`config.mk`:
```
export PLATFORM = sky130hd
export DESIGN_NAME = spd_status_pin_clock_divider
export DESIGN_NICKNAME = d
export VERILOG_FILES = /design/src/rtl/spd_pkg.sv /design/src/rtl/spd_status_pin_clock_divider.sv
export SDC_FILE = /design/constraint.sdc
export NUM_CORES = 1
export LEC_CHECK = 0
export BUFFER_PORTS_ARGS = -buffer_cell sky130_fd_sc_hd__buf_2
export CAP_MARGIN = 15
export CORE_MARGIN = 2
export CORE_UTILIZATION = 49
export DETAILED_ROUTE_END_ITERATION = 16
export PLACE_DENSITY_LB_ADDON = 0.08
export SKIP_CTS_REPAIR_TIMING = 1
export SLEW_MARGIN = 25
export SYNTH_ARGS = -nofsm -noshare
export SYNTH_HDL_FRONTEND = slang
export SYNTH_SLANG_ARGS = --single-unit
```
`constraint.sdc`:
```
create_clock -name i_mclk -period 5.95 [get_ports i_mclk]
set_input_delay 1.19 -clock i_mclk [delete_from_list [all_inputs] [get_ports i_mclk]]
set_output_delay 1.19 -clock i_mclk [all_outputs]
set_load 0.1 [all_outputs]
```
`src/rtl/spd_pkg.sv`:
```
// Package for the status pin clock divider: map, fields, resets, types
package spd_pkg;
	// Register indices; byte address is four times the index
	localparam logic [7:0] SPD_IDX_DIV_RATIO = 8'h2f;
	localparam logic [7:0] SPD_IDX_PIN_SOURCE = 8'h30;
	localparam logic [7:0] SPD_IDX_EDGE_RATE = 8'h31;
	localparam logic [7:0] SPD_IDX_CTRL_STAT = 8'h3f;
	localparam int SPD_ADDR_LSB = 2;
	localparam int SPD_IDX_W = 8;

	// Field positions
	localparam int SPD_FIRST_FIELD_LSB = 0;
	localparam int SPD_SECOND_FIELD_LSB = 2;
	localparam int SPD_SOFT_RESET_BIT = 0;
	localparam int SPD_LOADED_BIT = 1;
	localparam int SPD_RUNNING_BIT = 2;

	// Values after reset
	localparam logic [7:0] SPD_RATIO_RESET = 8'h00;
	localparam logic [1:0] SPD_EDGE_RESET = 2'h0;
	localparam logic [1:0] SPD_SOURCE_RESET = 2'h2;

	// Ratio coding
	localparam logic [7:0] SPD_RATIO_OFF = 8'h00;
	localparam logic [7:0] SPD_RATIO_CLAMP_MAX = 8'h05;
	localparam logic [8:0] SPD_RATIO_MIN = 9'h006;

	// Edge-rate codes
	localparam logic [1:0] SPD_EDGE_FAST = 2'h0;
	localparam logic [1:0] SPD_EDGE_SLOW = 2'h2;

	// Pin source select codes
	typedef enum logic [1:0] {
		SPD_SRC_FIRST_DIV = 2'h0,
		SPD_SRC_SECOND_DIV = 2'h1,
		SPD_SRC_STATUS = 2'h2,
		SPD_SRC_OFF = 2'h3
	} spd_source_t;

	// Configuration image as stored in non-volatile memory
	typedef struct packed {
		logic [7:0] aux_divide_ratio_b;
		logic [1:0] second_flag_pin_edge_rate;
		logic [1:0] first_flag_pin_edge_rate;
		logic [1:0] second_flag_pin_source_select;
		logic [1:0] first_flag_pin_source_select;
	} spd_cfg_t;
endpackage : spd_pkg

```
`src/rtl/spd_status_pin_clock_divider.sv`:
```
// Second auxiliary clock divider and status pin drive, AHB-Lite slave
//
// Overview of operation
// - Eight-bit divider clocked by synthesizer pre-divider
// - Ratio code zero disables divider output
// - Codes one to five divide by six
// - Codes six upward divide by code plus one
// - Second pin edge-rate select, fast or slow
// - First pin edge-rate select, fast or slow
// - Source code one routes divider to pin
`timescale 1ns/1ps

module spd_status_pin_clock_divider
	import spd_pkg::*;
(
	input wire logic i_mclk,
	input wire logic i_reset_n,
	input wire logic i_hsel,
	input wire logic [31:0] i_haddr,
	input wire logic [1:0] i_htrans,
	input wire logic i_hwrite,
	input wire logic [2:0] i_hsize,
	input wire logic [31:0] i_hwdata,
	input wire logic i_hready,
	output logic o_hreadyout,
	output logic [31:0] o_hrdata,
	output logic o_hresp,
	input wire logic i_pre_div_clk,
	input wire logic i_nvm_load_valid,
	input wire spd_cfg_t i_nvm_image,
	input wire logic i_first_div_clk,
	input wire logic i_first_status,
	input wire logic i_second_status,
	output logic o_first_flag_pin,
	output logic o_first_flag_pin_en,
	output logic [1:0] o_first_flag_pin_edge_rate,
	output logic o_second_flag_pin,
	output logic o_second_flag_pin_en,
	output logic [1:0] o_second_flag_pin_edge_rate
);

	typedef enum logic {
		SPD_DIV_STOPPED,
		SPD_DIV_RUNNING
	} spd_div_state_t;

	////////////////////////////////////////////////////////////////////////
	// Bus address phase capture

	logic wr_pend;
	logic [SPD_IDX_W-1:0] wr_idx;
	logic next_wr_pend;
	logic [SPD_IDX_W-1:0] next_wr_idx;
	logic take;
	logic [SPD_IDX_W-1:0] addr_idx;

	always_comb begin
		take = i_hsel && i_htrans[1] && i_hready;
		addr_idx = i_haddr[SPD_ADDR_LSB +: SPD_IDX_W];
		next_wr_pend = take && i_hwrite;
		next_wr_idx = take ? addr_idx : wr_idx;
	end

	always_ff @(posedge i_mclk) begin
		if (!i_reset_n) begin
			wr_pend <= 1'b0;
			wr_idx <= '0;
		end else begin
			wr_pend <= next_wr_pend;
			wr_idx <= next_wr_idx;
		end
	end

	////////////////////////////////////////////////////////////////////////
	// Configuration registers

	spd_cfg_t cfg;
	spd_cfg_t next_cfg;
	logic loaded;
	logic next_loaded;
	logic soft_reset;
	logic next_soft_reset;

	always_comb begin
		next_cfg = cfg;
		next_loaded = loaded;
		next_soft_reset = 1'b0;
		if (!loaded && i_nvm_load_valid) begin
			next_cfg = i_nvm_image;
			next_loaded = 1'b1;
		end else if (wr_pend) begin
			case (wr_idx)
				SPD_IDX_DIV_RATIO: begin
					next_cfg.aux_divide_ratio_b = i_hwdata[7:0];
				end
				SPD_IDX_EDGE_RATE: begin
					next_cfg.second_flag_pin_edge_rate =
						i_hwdata[SPD_SECOND_FIELD_LSB +: 2];
					next_cfg.first_flag_pin_edge_rate =
						i_hwdata[SPD_FIRST_FIELD_LSB +: 2];
				end
				SPD_IDX_PIN_SOURCE: begin
					next_cfg.second_flag_pin_source_select =
						i_hwdata[SPD_SECOND_FIELD_LSB +: 2];
					next_cfg.first_flag_pin_source_select =
						i_hwdata[SPD_FIRST_FIELD_LSB +: 2];
				end
				SPD_IDX_CTRL_STAT: begin
					next_soft_reset = i_hwdata[SPD_SOFT_RESET_BIT];
				end
				default: begin
				end
			endcase
		end
	end

	always_ff @(posedge i_mclk) begin
		if (!i_reset_n) begin
			cfg.aux_divide_ratio_b <= SPD_RATIO_RESET;
			cfg.second_flag_pin_edge_rate <= SPD_EDGE_RESET;
			cfg.first_flag_pin_edge_rate <= SPD_EDGE_RESET;
			cfg.second_flag_pin_source_select <= SPD_SOURCE_RESET;
			cfg.first_flag_pin_source_select <= SPD_SOURCE_RESET;
			loaded <= 1'b0;
			soft_reset <= 1'b0;
		end else begin
			cfg <= next_cfg;
			loaded <= next_loaded;
			soft_reset <= next_soft_reset;
		end
	end

	////////////////////////////////////////////////////////////////////////
	// Source clock synchroniser and edge enable

	logic src_meta;
	logic src_sync;
	logic src_last;
	logic src_tick;

	always_ff @(posedge i_mclk) begin
		if (!i_reset_n) begin
			src_meta <= 1'b0;
			src_sync <= 1'b0;
			src_last <= 1'b0;
		end else begin
			src_meta <= i_pre_div_clk;
			src_sync <= src_meta;
			src_last <= src_sync;
		end
	end

	assign src_tick = src_sync && !src_last;

	////////////////////////////////////////////////////////////////////////
	// Divider

	spd_div_state_t div_state;
	spd_div_state_t next_div_state;
	logic [7:0] div_count;
	logic [7:0] next_div_count;
	logic div_clk;
	logic next_div_clk;
	logic [8:0] ratio;
	logic [8:0] last_count;
	logic [8:0] half;
	logic ratio_off;

	always_comb begin
		ratio_off = (cfg.aux_divide_ratio_b == SPD_RATIO_OFF);
		if (cfg.aux_divide_ratio_b <= SPD_RATIO_CLAMP_MAX) begin
			ratio = SPD_RATIO_MIN;
		end else begin
			ratio = {1'b0, cfg.aux_divide_ratio_b} + 9'h001;
		end
		last_count = ratio - 9'h001;
		half = ratio >> 1;
		next_div_state = div_state;
		next_div_count = div_count;
		next_div_clk = div_clk;
		case (div_state)
			SPD_DIV_STOPPED: begin
				next_div_clk = 1'b0;
				next_div_count = '0;
				if ((soft_reset && !ratio_off) || (!loaded &&
					i_nvm_load_valid &&
					i_nvm_image.aux_divide_ratio_b != SPD_RATIO_OFF)) begin
					next_div_state = SPD_DIV_RUNNING;
				end
			end
			SPD_DIV_RUNNING: begin
				if (ratio_off) begin
					next_div_state = SPD_DIV_STOPPED;
					next_div_clk = 1'b0;
					next_div_count = '0;
				end else if (soft_reset) begin
					next_div_count = '0;
					next_div_clk = 1'b1;
				end else if (src_tick) begin
					if ({1'b0, div_count} >= last_count) begin
						next_div_count = '0;
					end else begin
						next_div_count = div_count + 8'h01;
					end
					next_div_clk = ({1'b0, next_div_count} < half);
				end
			end
			default: begin
				next_div_state = SPD_DIV_STOPPED;
			end
		endcase
	end

	always_ff @(posedge i_mclk) begin
		if (!i_reset_n) begin
			div_state <= SPD_DIV_STOPPED;
			div_count <= '0;
			div_clk <= 1'b0;
		end else begin
			div_state <= next_div_state;
			div_count <= next_div_count;
			div_clk <= next_div_clk;
		end
	end

	////////////////////////////////////////////////////////////////////////
	// Status pin drive

	logic next_first_pin;
	logic next_first_en;
	logic next_second_pin;
	logic next_second_en;

	function automatic logic [1:0] spd_pick(input logic [1:0] sel,
		input logic first_clk, input logic second_clk,
		input logic status);
		logic [1:0] r;
		r = 2'b00;
		case (sel)
			SPD_SRC_FIRST_DIV: r = {first_clk, 1'b1};
			SPD_SRC_SECOND_DIV: r = {second_clk, 1'b1};
			SPD_SRC_STATUS: r = {status, 1'b1};
			default: r = 2'b00;
		endcase
		return r;
	endfunction : spd_pick

	always_comb begin
		{next_first_pin, next_first_en} = spd_pick(
			cfg.first_flag_pin_source_select, i_first_div_clk,
			next_div_clk, i_first_status);
		{next_second_pin, next_second_en} = spd_pick(
			cfg.second_flag_pin_source_select, i_first_div_clk,
			next_div_clk, i_second_status);
	end

	always_ff @(posedge i_mclk) begin
		if (!i_reset_n) begin
			o_first_flag_pin <= 1'b0;
			o_first_flag_pin_en <= 1'b0;
			o_second_flag_pin <= 1'b0;
			o_second_flag_pin_en <= 1'b0;
			o_first_flag_pin_edge_rate <= SPD_EDGE_RESET;
			o_second_flag_pin_edge_rate <= SPD_EDGE_RESET;
		end else begin
			o_first_flag_pin <= next_first_pin;
			o_first_flag_pin_en <= next_first_en;
			o_second_flag_pin <= next_second_pin;
			o_second_flag_pin_en <= next_second_en;
			o_first_flag_pin_edge_rate <=
				next_cfg.first_flag_pin_edge_rate;
			o_second_flag_pin_edge_rate <=
				next_cfg.second_flag_pin_edge_rate;
		end
	end

	////////////////////////////////////////////////////////////////////////
	// Read data, taken from next values so a read after a write is current

	logic [31:0] next_hrdata;

	always_comb begin
		next_hrdata = o_hrdata;
		if (take && !i_hwrite) begin
			next_hrdata = '0;
			case (addr_idx)
				SPD_IDX_DIV_RATIO: begin
					next_hrdata[7:0] = next_cfg.aux_divide_ratio_b;
				end
				SPD_IDX_EDGE_RATE: begin
					next_hrdata[SPD_SECOND_FIELD_LSB +: 2] =
						next_cfg.second_flag_pin_edge_rate;
					next_hrdata[SPD_FIRST_FIELD_LSB +: 2] =
						next_cfg.first_flag_pin_edge_rate;
				end
				SPD_IDX_PIN_SOURCE: begin
					next_hrdata[SPD_SECOND_FIELD_LSB +: 2] =
						next_cfg.second_flag_pin_source_select;
					next_hrdata[SPD_FIRST_FIELD_LSB +: 2] =
						next_cfg.first_flag_pin_source_select;
				end
				SPD_IDX_CTRL_STAT: begin
					next_hrdata[SPD_LOADED_BIT] = next_loaded;
					next_hrdata[SPD_RUNNING_BIT] =
						(next_div_state == SPD_DIV_RUNNING);
				end
				default: begin
				end
			endcase
		end
	end

	always_ff @(posedge i_mclk) begin
		if (!i_reset_n) begin
			o_hrdata <= '0;
			o_hreadyout <= 1'b0;
			o_hresp <= 1'b0;
		end else begin
			o_hrdata <= next_hrdata;
			o_hreadyout <= 1'b1;
			o_hresp <= 1'b0;
		end
	end

endmodule : spd_status_pin_clock_divider

```
==> impl_table.tex, run 1 <==
\begin{tabular}{lr}
\hline
Metric & Value \\
\hline
\multicolumn{2}{l}{\textbf{Synthesis}} \\
\quad Share of flip-flops with an asynchronous set or reset & 0\% \\
\quad Most used flip-flop cell after synthesis & dfxtp\_1 \\
\quad Count of unique library cells instantiated by Yosys & 62 \\
\quad Sequential share of the synthesized area & 30.5\% \\
\quad Post-synth EDFFs & 0 \\
\quad Number of synthesized register bits & 53 \\
\quad Gate count after technology mapping & 410 \\
\quad Synth warnings & 0 \\
\quad Mean area per synthesized cell & 8.48 um2 \\
\quad Post-synth design cell area & 3480 um2 \\
\multicolumn{2}{l}{\textbf{Critical path}} \\
\quad Delay of the slowest cell on the worst path & 590 ps \\
\quad Worst EP required & 6210 ps \\
\quad Most frequent CP cell & ha\_1 \\
\quad Reg2reg start & cfg[14] \\
\quad Type of the worst setup path & register to register \\
\quad Total buffers and inverters traversed by the critical path & 0 \\
\quad Reg-to-reg critical path endpoint & o\_second\_flag\_pin \\
\quad Critical-path top delay cell & or4\_4 \\
\quad Setup slack of the worst register-to-register path & 1000 ps \\
\quad Cell breakdown of the critical path & or4\_4, a211oi\_1, or2\_2, ha\_1, and3\_1, xor2\_1, ha\_1, a21o\_1, a211oi\_1, o21ai\_0, a21o\_2, and3\_4, nor2\_1, ha\_1, a21o\_1, a21oi\_1, and3\_1, a21oi\_1, nor3\_1, a31o\_2 \\
\quad Arr. time, crit path & 5210 ps \\
\quad Largest fanout on the critical path & 11 \\
\quad Kind of cell with the highest combined delay on the critical path & compound AO/OA/AOI/OAI gates \\
\quad Logic depth of the worst register-to-register path & 20 \\
\quad Startpoint kind of the worst setup timing path & register \\
\quad CP Capture Type & register \\
\multicolumn{2}{l}{\textbf{Floorplan}} \\
\quad Effective utilization at floorplan & 50.9\% \\
\quad Die Area & 7780 um2 \\
\quad Placement row count & 30 \\
\quad Die Wd & 88.2 um \\
\quad Floorplan core area & 6830 um2 \\
\quad \# IOs & 137 \\
\quad Floorplan die height & 88.2 um \\
\multicolumn{2}{l}{\textbf{Clock tree}} \\
\quad Longest Clk Path Bufs & 2 \\
\quad Clock tree from TritonCTS & built \\
\quad TritonCTS Buffers & 5 \\
\quad Number of levels in the clock H-tree & 2 \\
\quad Clock latency at the later pin of the worst-skew pair & 310 ps \\
\quad Clock edge transition at the registers on the reported setup and hold paths & 100 ps \\
\quad Num Clock Sinks & 53 \\
\quad Master cell of the clock root buffer & clkbuf\_8 \\
\multicolumn{2}{l}{\textbf{Routing}} \\
\quad Number of violations reported at the end of detailed-routing iteration 0 & 108 \\
\quad 1st-pass router iterations & 4 \\
\quad DR DRC count & 0 \\
\quad WL per Instance & 14.0 um \\
\quad Vias post-DR & 2,948 \\
\quad Post-route ant nets & 0 \\
\quad Vias per std cell & 5.32 \\
\quad Final wirelength & 7780 um \\
\multicolumn{2}{l}{\textbf{GRT}} \\
\quad Number of antenna violations at the first check in global routing & 0 \\
\quad First-pass GRT wire length & 13,100 um \\
\quad Number of global-route vias before repair & 2,820 \\
\quad Maximum number of pins on one net before global-route repair & 35 \\
\quad All-Layer GR Usage & 21.3\% \\
\quad Residual overflow from global routing & 0 \\
\multicolumn{2}{l}{\textbf{Pwr}} \\
\quad Reported net switching power & 0.331 mW \\
\quad Static power due to leakage & 1.70 nW \\
\quad Design internal power & 0.525 mW \\
\quad Relative contribution of the clock network to total power & 24.4\% \\
\quad Proportion of power drawn by combinational gates & 30.7\% \\
\quad Switching part of the total power & 38.7\% \\
\quad Reg power frac & 44.9\% \\
\quad Maximum vdd ir drop & 114 uV \\
\quad Power density relative to cell area & 227 nW/um2 \\
\multicolumn{2}{l}{\textbf{Placed design}} \\
\quad Global placer's final weighted congestion & 0.817 \\
\quad IO Port Bufs & 59 \\
\quad Post-DP Area & 3680 um2 \\
\quad Post-detail-place hpwl & 6100 um \\
\multicolumn{2}{l}{\textbf{Min path}} \\
\quad Destination of the worst hold path & src\_sync \\
\quad Hold Path Origin & src\_meta \\
\quad WHS Path Cells & 1 \\
\quad Worst min path class & register to register \\
\multicolumn{2}{l}{\textbf{Job}} \\
\quad Max-cap check violation count & 0 \\
\multicolumn{2}{l}{\textbf{Timing}} \\
\quad Final number of setup-violating endpoints & 0 \\
\quad Number of max-slew violations in the final report & 0 \\
\quad Hold Fails Final Rpt & 0 \\
\quad Max Freq & 0.202 GHz \\
\quad Worst setup skew after layout & 3.43 ps \\
\quad Setup repair after global routing missed its margin & no \\
\quad Setup Total Neg Slack & 0 ps \\
\quad Portion of the clock cycle consumed by the worst path in the final layout & 83.2\% \\
\quad Slew at the pin closest to its max-slew limit & 886 ps \\
\quad Final min period & 4950 ps \\
\quad Worst max-slew margin expressed relative to the limit & 40.1\% \\
\multicolumn{2}{l}{\textbf{Outcome}} \\
\quad Outcome & finished clean \\
\multicolumn{2}{l}{\textbf{Final layout}} \\
\quad Ant. Diodes & 0 \\
\quad Final \#Nets & 573 \\
\quad Design area & 3760 um2 \\
\quad Most frequent cells in the layout & buf\_2, dfxtp\_1, nor2\_1 \\
\quad Most common cell after layout, fill and taps aside & buf\_2 \\
\quad Area growth from synthesis to layout & 8.28\% \\
\quad Share of cells above drive strength 1 & 19.9\% \\
\hline
\end{tabular}
## cell type report
| cell class | count | area (um2) |
|---|---|---|
| fillers | 665 | 3070 |
| multi-input cells | 323 | 2140 |
| clock inverters | 2 | 13.8 |
| well taps | 96 | 120 |
| clock buffers | 6 | 72.6 |
| inverters | 14 | 52.6 |
| flip-flops and latches | 53 | 1060 |
| repair buffers | 60 | 303 |
## worst max path at each step
stage / end / start / slack [ps] / cells past startpoint
after global placement: o_second_flag_pin / cfg[14] / 1060 / 20
after detailed placement: o_second_flag_pin / cfg[14] / 1000 / 20
after global routing: o_first_flag_pin / cfg[14] / 550 / 20
after CTS: o_second_flag_pin / cfg[14] / 970 / 20
final: o_second_flag_pin / cfg[14] / 1000 / 20
after floorplan: o_first_flag_pin / cfg[14] / 1430 / 20
## flip-flops by register name (all words and copies together), names as in the netlist, 2 cells and up
name,cells
cfg,12
o_second_flag_pin_edge_rate,2
wr_idx,8
o_first_flag_pin_edge_rate,2
div_count,8
o_hrdata,8
## synthesized netlist by cell type, drive strengths merged, types with 2 or more instances
library cell  count  area (um2)
a211oi           18         135
or2               6        37.5
or4               5        41.3
or3               3        20.0
a21oi            23         115
nand4             5        31.3
xnor2             8        70.1
nand2b            5        31.3
inv              14        52.6
and3             11        80.1
nand2            34         128
nand3            16        80.1
a31oi             9        56.3
o21ai            10        50.1
ha               21         263
a21o              3        23.8
dfxtp            53        1060
xor2              8        70.1
buf              35         270
nor4              3        18.8
mux2i            20         200
nor2b             7        43.8
a31o              2        17.5
or4b              2        20.0
nor2             36         135
mux2              3        33.8
nor4b             4        35.0
and2              9        56.3
nor3              4        20.0
a32o              4        40.0
clkbuf            8        31.3
## stage by stage
| stage | hold WS [ps] | total power [mW] | utilization (%) | std cells | setup WS (ps) |
|---|---|---|---|---|---|
| 6_report | 443 | 0.856 | 55.1 | 554 | 1000 |
| 3_3_place_gp | 418 | 0.653 | 53.8 | 546 | 1060 |
| 2_1_floorplan | 412 | 0.624 | - | 434 | 1430 |
| 4_1_cts | 454 | 0.867 | 55.1 | 554 | 967 |
| 5_1_grt | 462 | 0.902 | 55.1 | 554 | 554 |
| 3_5_place_dp | 423 | 0.656 | 53.8 | 546 | 998 |
## metal layers
layer  up-vias  global-route usage (%)  wire, um
met5         -                       0         0
met4         0                    6.61       121
met3         8                    3.36       286
met2        57                    36.5      3740
met1      1371                    27.6      3640
li1       1512                       -         -
## cells by family after synthesis
logic type      count (synthesis)  synth area share [%]
other cells                     1                 0.108
flops                          53                  30.5
buf+inv                        58                  10.5
xor+xnor                       16                  4.03
simple gates                  156                  23.9
mux                            24                  7.38
fa+ha+maj                      21                  7.56
compound gates                 81                  16.1
## power groups by stage
stage,logic (mW),clock network [mW],registers [mW]
finish,0.262,0.209,0.385
global placement,0.261,0,0.392
detailed placement,0.263,0,0.393
floorplan,0.212,0,0.412
global route,0.286,0.228,0.388
CTS,0.264,0.218,0.385
No activity file was read; power rests on OpenSTA's default activity.
==> run 2, diff against run 1 <==
--- a/config.mk
+++ b/config.mk
@@ -8,7 +8,7 @@
 export BUFFER_PORTS_ARGS = -buffer_cell sky130_fd_sc_hd__buf_2
 export CAP_MARGIN = 15
 export CORE_MARGIN = 2
-export CORE_UTILIZATION = 49
+export CORE_UTILIZATION = 45
 export DETAILED_ROUTE_END_ITERATION = 16
 export PLACE_DENSITY_LB_ADDON = 0.08
 export SKIP_CTS_REPAIR_TIMING = 1
==> constraint.sdc (replaced) <==
create_clock -name i_mclk -period 4.1 [get_ports i_mclk]
set_input_delay 0.82 -clock i_mclk [delete_from_list [all_inputs] [get_ports i_mclk]]
set_output_delay 0.82 -clock i_mclk [all_outputs]
set_load 0.1 [all_outputs]
==> run 2 against run 1 <==
The run now ends with negative setup slack left. Hold slack worse by 1.4 ps. First-iteration DRC count is 37% lower. Combinational power is 75% higher. Core utilization fell by 1.1 points. Cell count rose by 6.7%. Clock power rose by 43%. Register-to-register slack got worse by 1400 ps. Routed wire length rose by 5.1%. Sequential cell count stayed put. Critical path depth down 1. Sequential share of layout area fell by 2.3 points. Die area up 8.5%. Critical path type unchanged.
==> impl_table.tex, run 2 (synthesis gave the netlist of run 1 again) <==
\begin{tabular}{lr}
\hline
Metric & Value \\
\hline
\multicolumn{2}{l}{\textbf{Final layout}} \\
\quad Ant. Diodes & 0 \\
\quad Final standard cell count with taps included and fillers excluded & 591 \\
\quad Flip-flop count of the largest register, all copies and words added & 12 \\
\quad Area growth from synthesis to layout & 18.1\% \\
\quad Most common cell after layout, fill and taps aside & buf\_2 \\
\quad Utilization after layout & 53.9\% \\
\quad Share of cells above drive strength 1 & 28.6\% \\
\quad Most frequent cells in the layout & buf\_2, dfxtp\_1, nand2\_1 \\
\quad Most flops, register & cfg \\
\quad Final \#Nets & 604 \\
\quad FILL cells & 746 \\
\multicolumn{2}{l}{\textbf{Timing}} \\
\quad Final number of setup-violating endpoints & 3 \\
\quad Final min period & 4470 ps \\
\quad Worst setup skew after layout & 3.99 ps \\
\quad Max Freq & 0.224 GHz \\
\quad Slew at the pin closest to its max-slew limit & 800 ps \\
\quad Crit path setup slack, layout & -370 ps \\
\quad Hold Fails Final Rpt & 0 \\
\quad Number of max-slew violations in the final report & 0 \\
\quad Setup Total Neg Slack & -1060 ps \\
\quad Setup repair after global routing missed its margin & yes \\
\quad Worst max-slew margin expressed relative to the limit & 45.9\% \\
\quad Portion of the clock cycle consumed by the worst path in the final layout & 109\% \\
\multicolumn{2}{l}{\textbf{Pwr}} \\
\quad Static power due to leakage & 1.84 nW \\
\quad Maximum vdd ir drop & 142 uV \\
\quad Power density relative to cell area & 319 nW/um2 \\
\multicolumn{2}{l}{\textbf{Job}} \\
\quad Max-cap check violation count & 0 \\
\multicolumn{2}{l}{\textbf{Floorplan}} \\
\quad Placement row count & 32 \\
\quad Floorplan die height & 91.9 um \\
\quad Die Area & 8440 um2 \\
\quad Die Wd & 91.9 um \\
\quad \# IOs & 137 \\
\quad Effective utilization at floorplan & 45.7\% \\
\quad Floorplan core area & 7610 um2 \\
\multicolumn{2}{l}{\textbf{Clock tree}} \\
\quad Longest Clk Path Bufs & 2 \\
\quad Num Clock Sinks & 53 \\
\quad Clock tree from TritonCTS & built \\
\quad Master cell of the clock root buffer & clkbuf\_8 \\
\quad Number of levels in the clock H-tree & 2 \\
\quad Clock edge transition at the registers on the reported setup and hold paths & 100 ps \\
\quad Clock latency at the later pin of the worst-skew pair & 310 ps \\
\quad TritonCTS Buffers & 5 \\
\multicolumn{2}{l}{\textbf{Routing}} \\
\quad Vias per std cell & 5.20 \\
\quad Final wirelength & 8170 um \\
\quad Post-route ant nets & 0 \\
\quad DR DRC count & 0 \\
\quad WL per Instance & 13.8 um \\
\quad Vias post-DR & 3,072 \\
\quad 1st-pass router iterations & 4 \\
\quad Number of violations reported at the end of detailed-routing iteration 0 & 68 \\
\multicolumn{2}{l}{\textbf{Outcome}} \\
\quad Failing checks & negative setup slack \\
\quad Outcome & finished with violations \\
\multicolumn{2}{l}{\textbf{Placed design}} \\
\quad Post-detail-place hpwl & 6450 um \\
\quad IO Port Bufs & 59 \\
\quad Number of placed cells counting well taps & 583 \\
\quad Global placer's final weighted congestion & 0.861 \\
\multicolumn{2}{l}{\textbf{Critical path}} \\
\quad Worst EP required & 4310 ps \\
\quad Startpoint kind of the worst setup timing path & register \\
\quad Arr. time, crit path & 4680 ps \\
\quad Largest fanout on the critical path & 6 \\
\quad CP Capture Type & register \\
\quad Type of the worst setup path & register to register \\
\multicolumn{2}{l}{\textbf{GRT}} \\
\quad Number of global-route vias before repair & 2,830 \\
\quad First-pass GRT wire length & 13,200 um \\
\quad Maximum number of pins on one net before global-route repair & 29 \\
\quad Number of antenna violations at the first check in global routing & 0 \\
\quad Residual overflow from global routing & 0 \\
\quad All-Layer GR Usage & 19.2\% \\
\multicolumn{2}{l}{\textbf{Min path}} \\
\quad Worst min path class & register to register \\
\hline
\end{tabular}
run 2: cell types whose count changed in the layout (fill, tap and decap cells not counted), moves of 3 or more:
cell      previous run  this run
a211oi_1            18        14
a211oi_2             0         3
buf_4                1        32
nor2_1              36        30
nor2_2               0         5
run 2: final timing paths:
kind | start | endpoint | slack, ps | cells past startpoint
worst max-delay path | cfg[15] | o_first_flag_pin | -370 | 19
worst min-delay path | src_meta | src_sync | 440 | 1
worst max register to register | cfg[15] | o_first_flag_pin | -370 | 19
worst min register to register | src_meta | src_sync | 440 | 1
run 2: critical path, cell delays in order, from the launching register on:
cell	delay, ps
dfxtp_2	330
or4_4	570
o311a_1	380
or2_4	240
and3_4	170
xor2_1	140
ha_1	300
a21o_1	190
a211oi_2	160
o21ai_1	90
a21o_2	200
and3_4	180
nor2_1	130
ha_1	180
o2111a_1	200
nor2_1	50
a221o_1	380
a211oi_2	180
o21ai_2	100
a31o_2	210
run 2: per-layer routing:
| layer | wire, um | track usage (%) | vias to the layer above | part of all wire (%) |
|---|---|---|---|---|
| li1 | - | - | 1571 | - |
| met1 | 3640 | 23.8 | 1451 | 44 |
| met4 | 80 | 4.85 | 0 | 0.98 |
| met3 | 253 | 3.12 | 6 | 3.1 |
| met2 | 4200 | 34.4 | 44 | 51 |
| met5 | 0 | 0 | - | 0 |
run 2: cell type report:
class / instances / area, um2 / share of cell area (%)
timing repair buffer: 91 / 536 / 13.0
clock inverter: 1 / 7.51 / 0.183
tap: 102 / 128 / 3.11
clock buffer: 7 / 76.3 / 1.86
multi-input combinational: 323 / 2240 / 54.6
inverter: 14 / 52.6 / 1.28
sequential: 53 / 1060 / 25.9
run 2: metrics by stage:
| stage | cell area (um2) | worst slack [ps] | power [mW] | hold slack, ps |
|---|---|---|---|---|
| 2_1_floorplan | 3580 | -199 | 0.911 | 412 |
| 3_3_place_gp | 3940 | -436 | 1.00 | 413 |
| 3_5_place_dp | 3940 | -433 | 1.01 | 423 |
| 4_1_cts | 4020 | -480 | 1.31 | 447 |
| 5_1_grt | 4100 | -550 | 1.38 | 483 |
| 6_report | 4100 | -370 | 1.31 | 442 |
run 2: where the power goes:
part / leakage [nW] / internal, mW / switching [mW]
clock network: 0.0385 / 0.121 / 0.176
logic: 1.37 / 0.151 / 0.307
registers: 0.435 / 0.537 / 0.0152
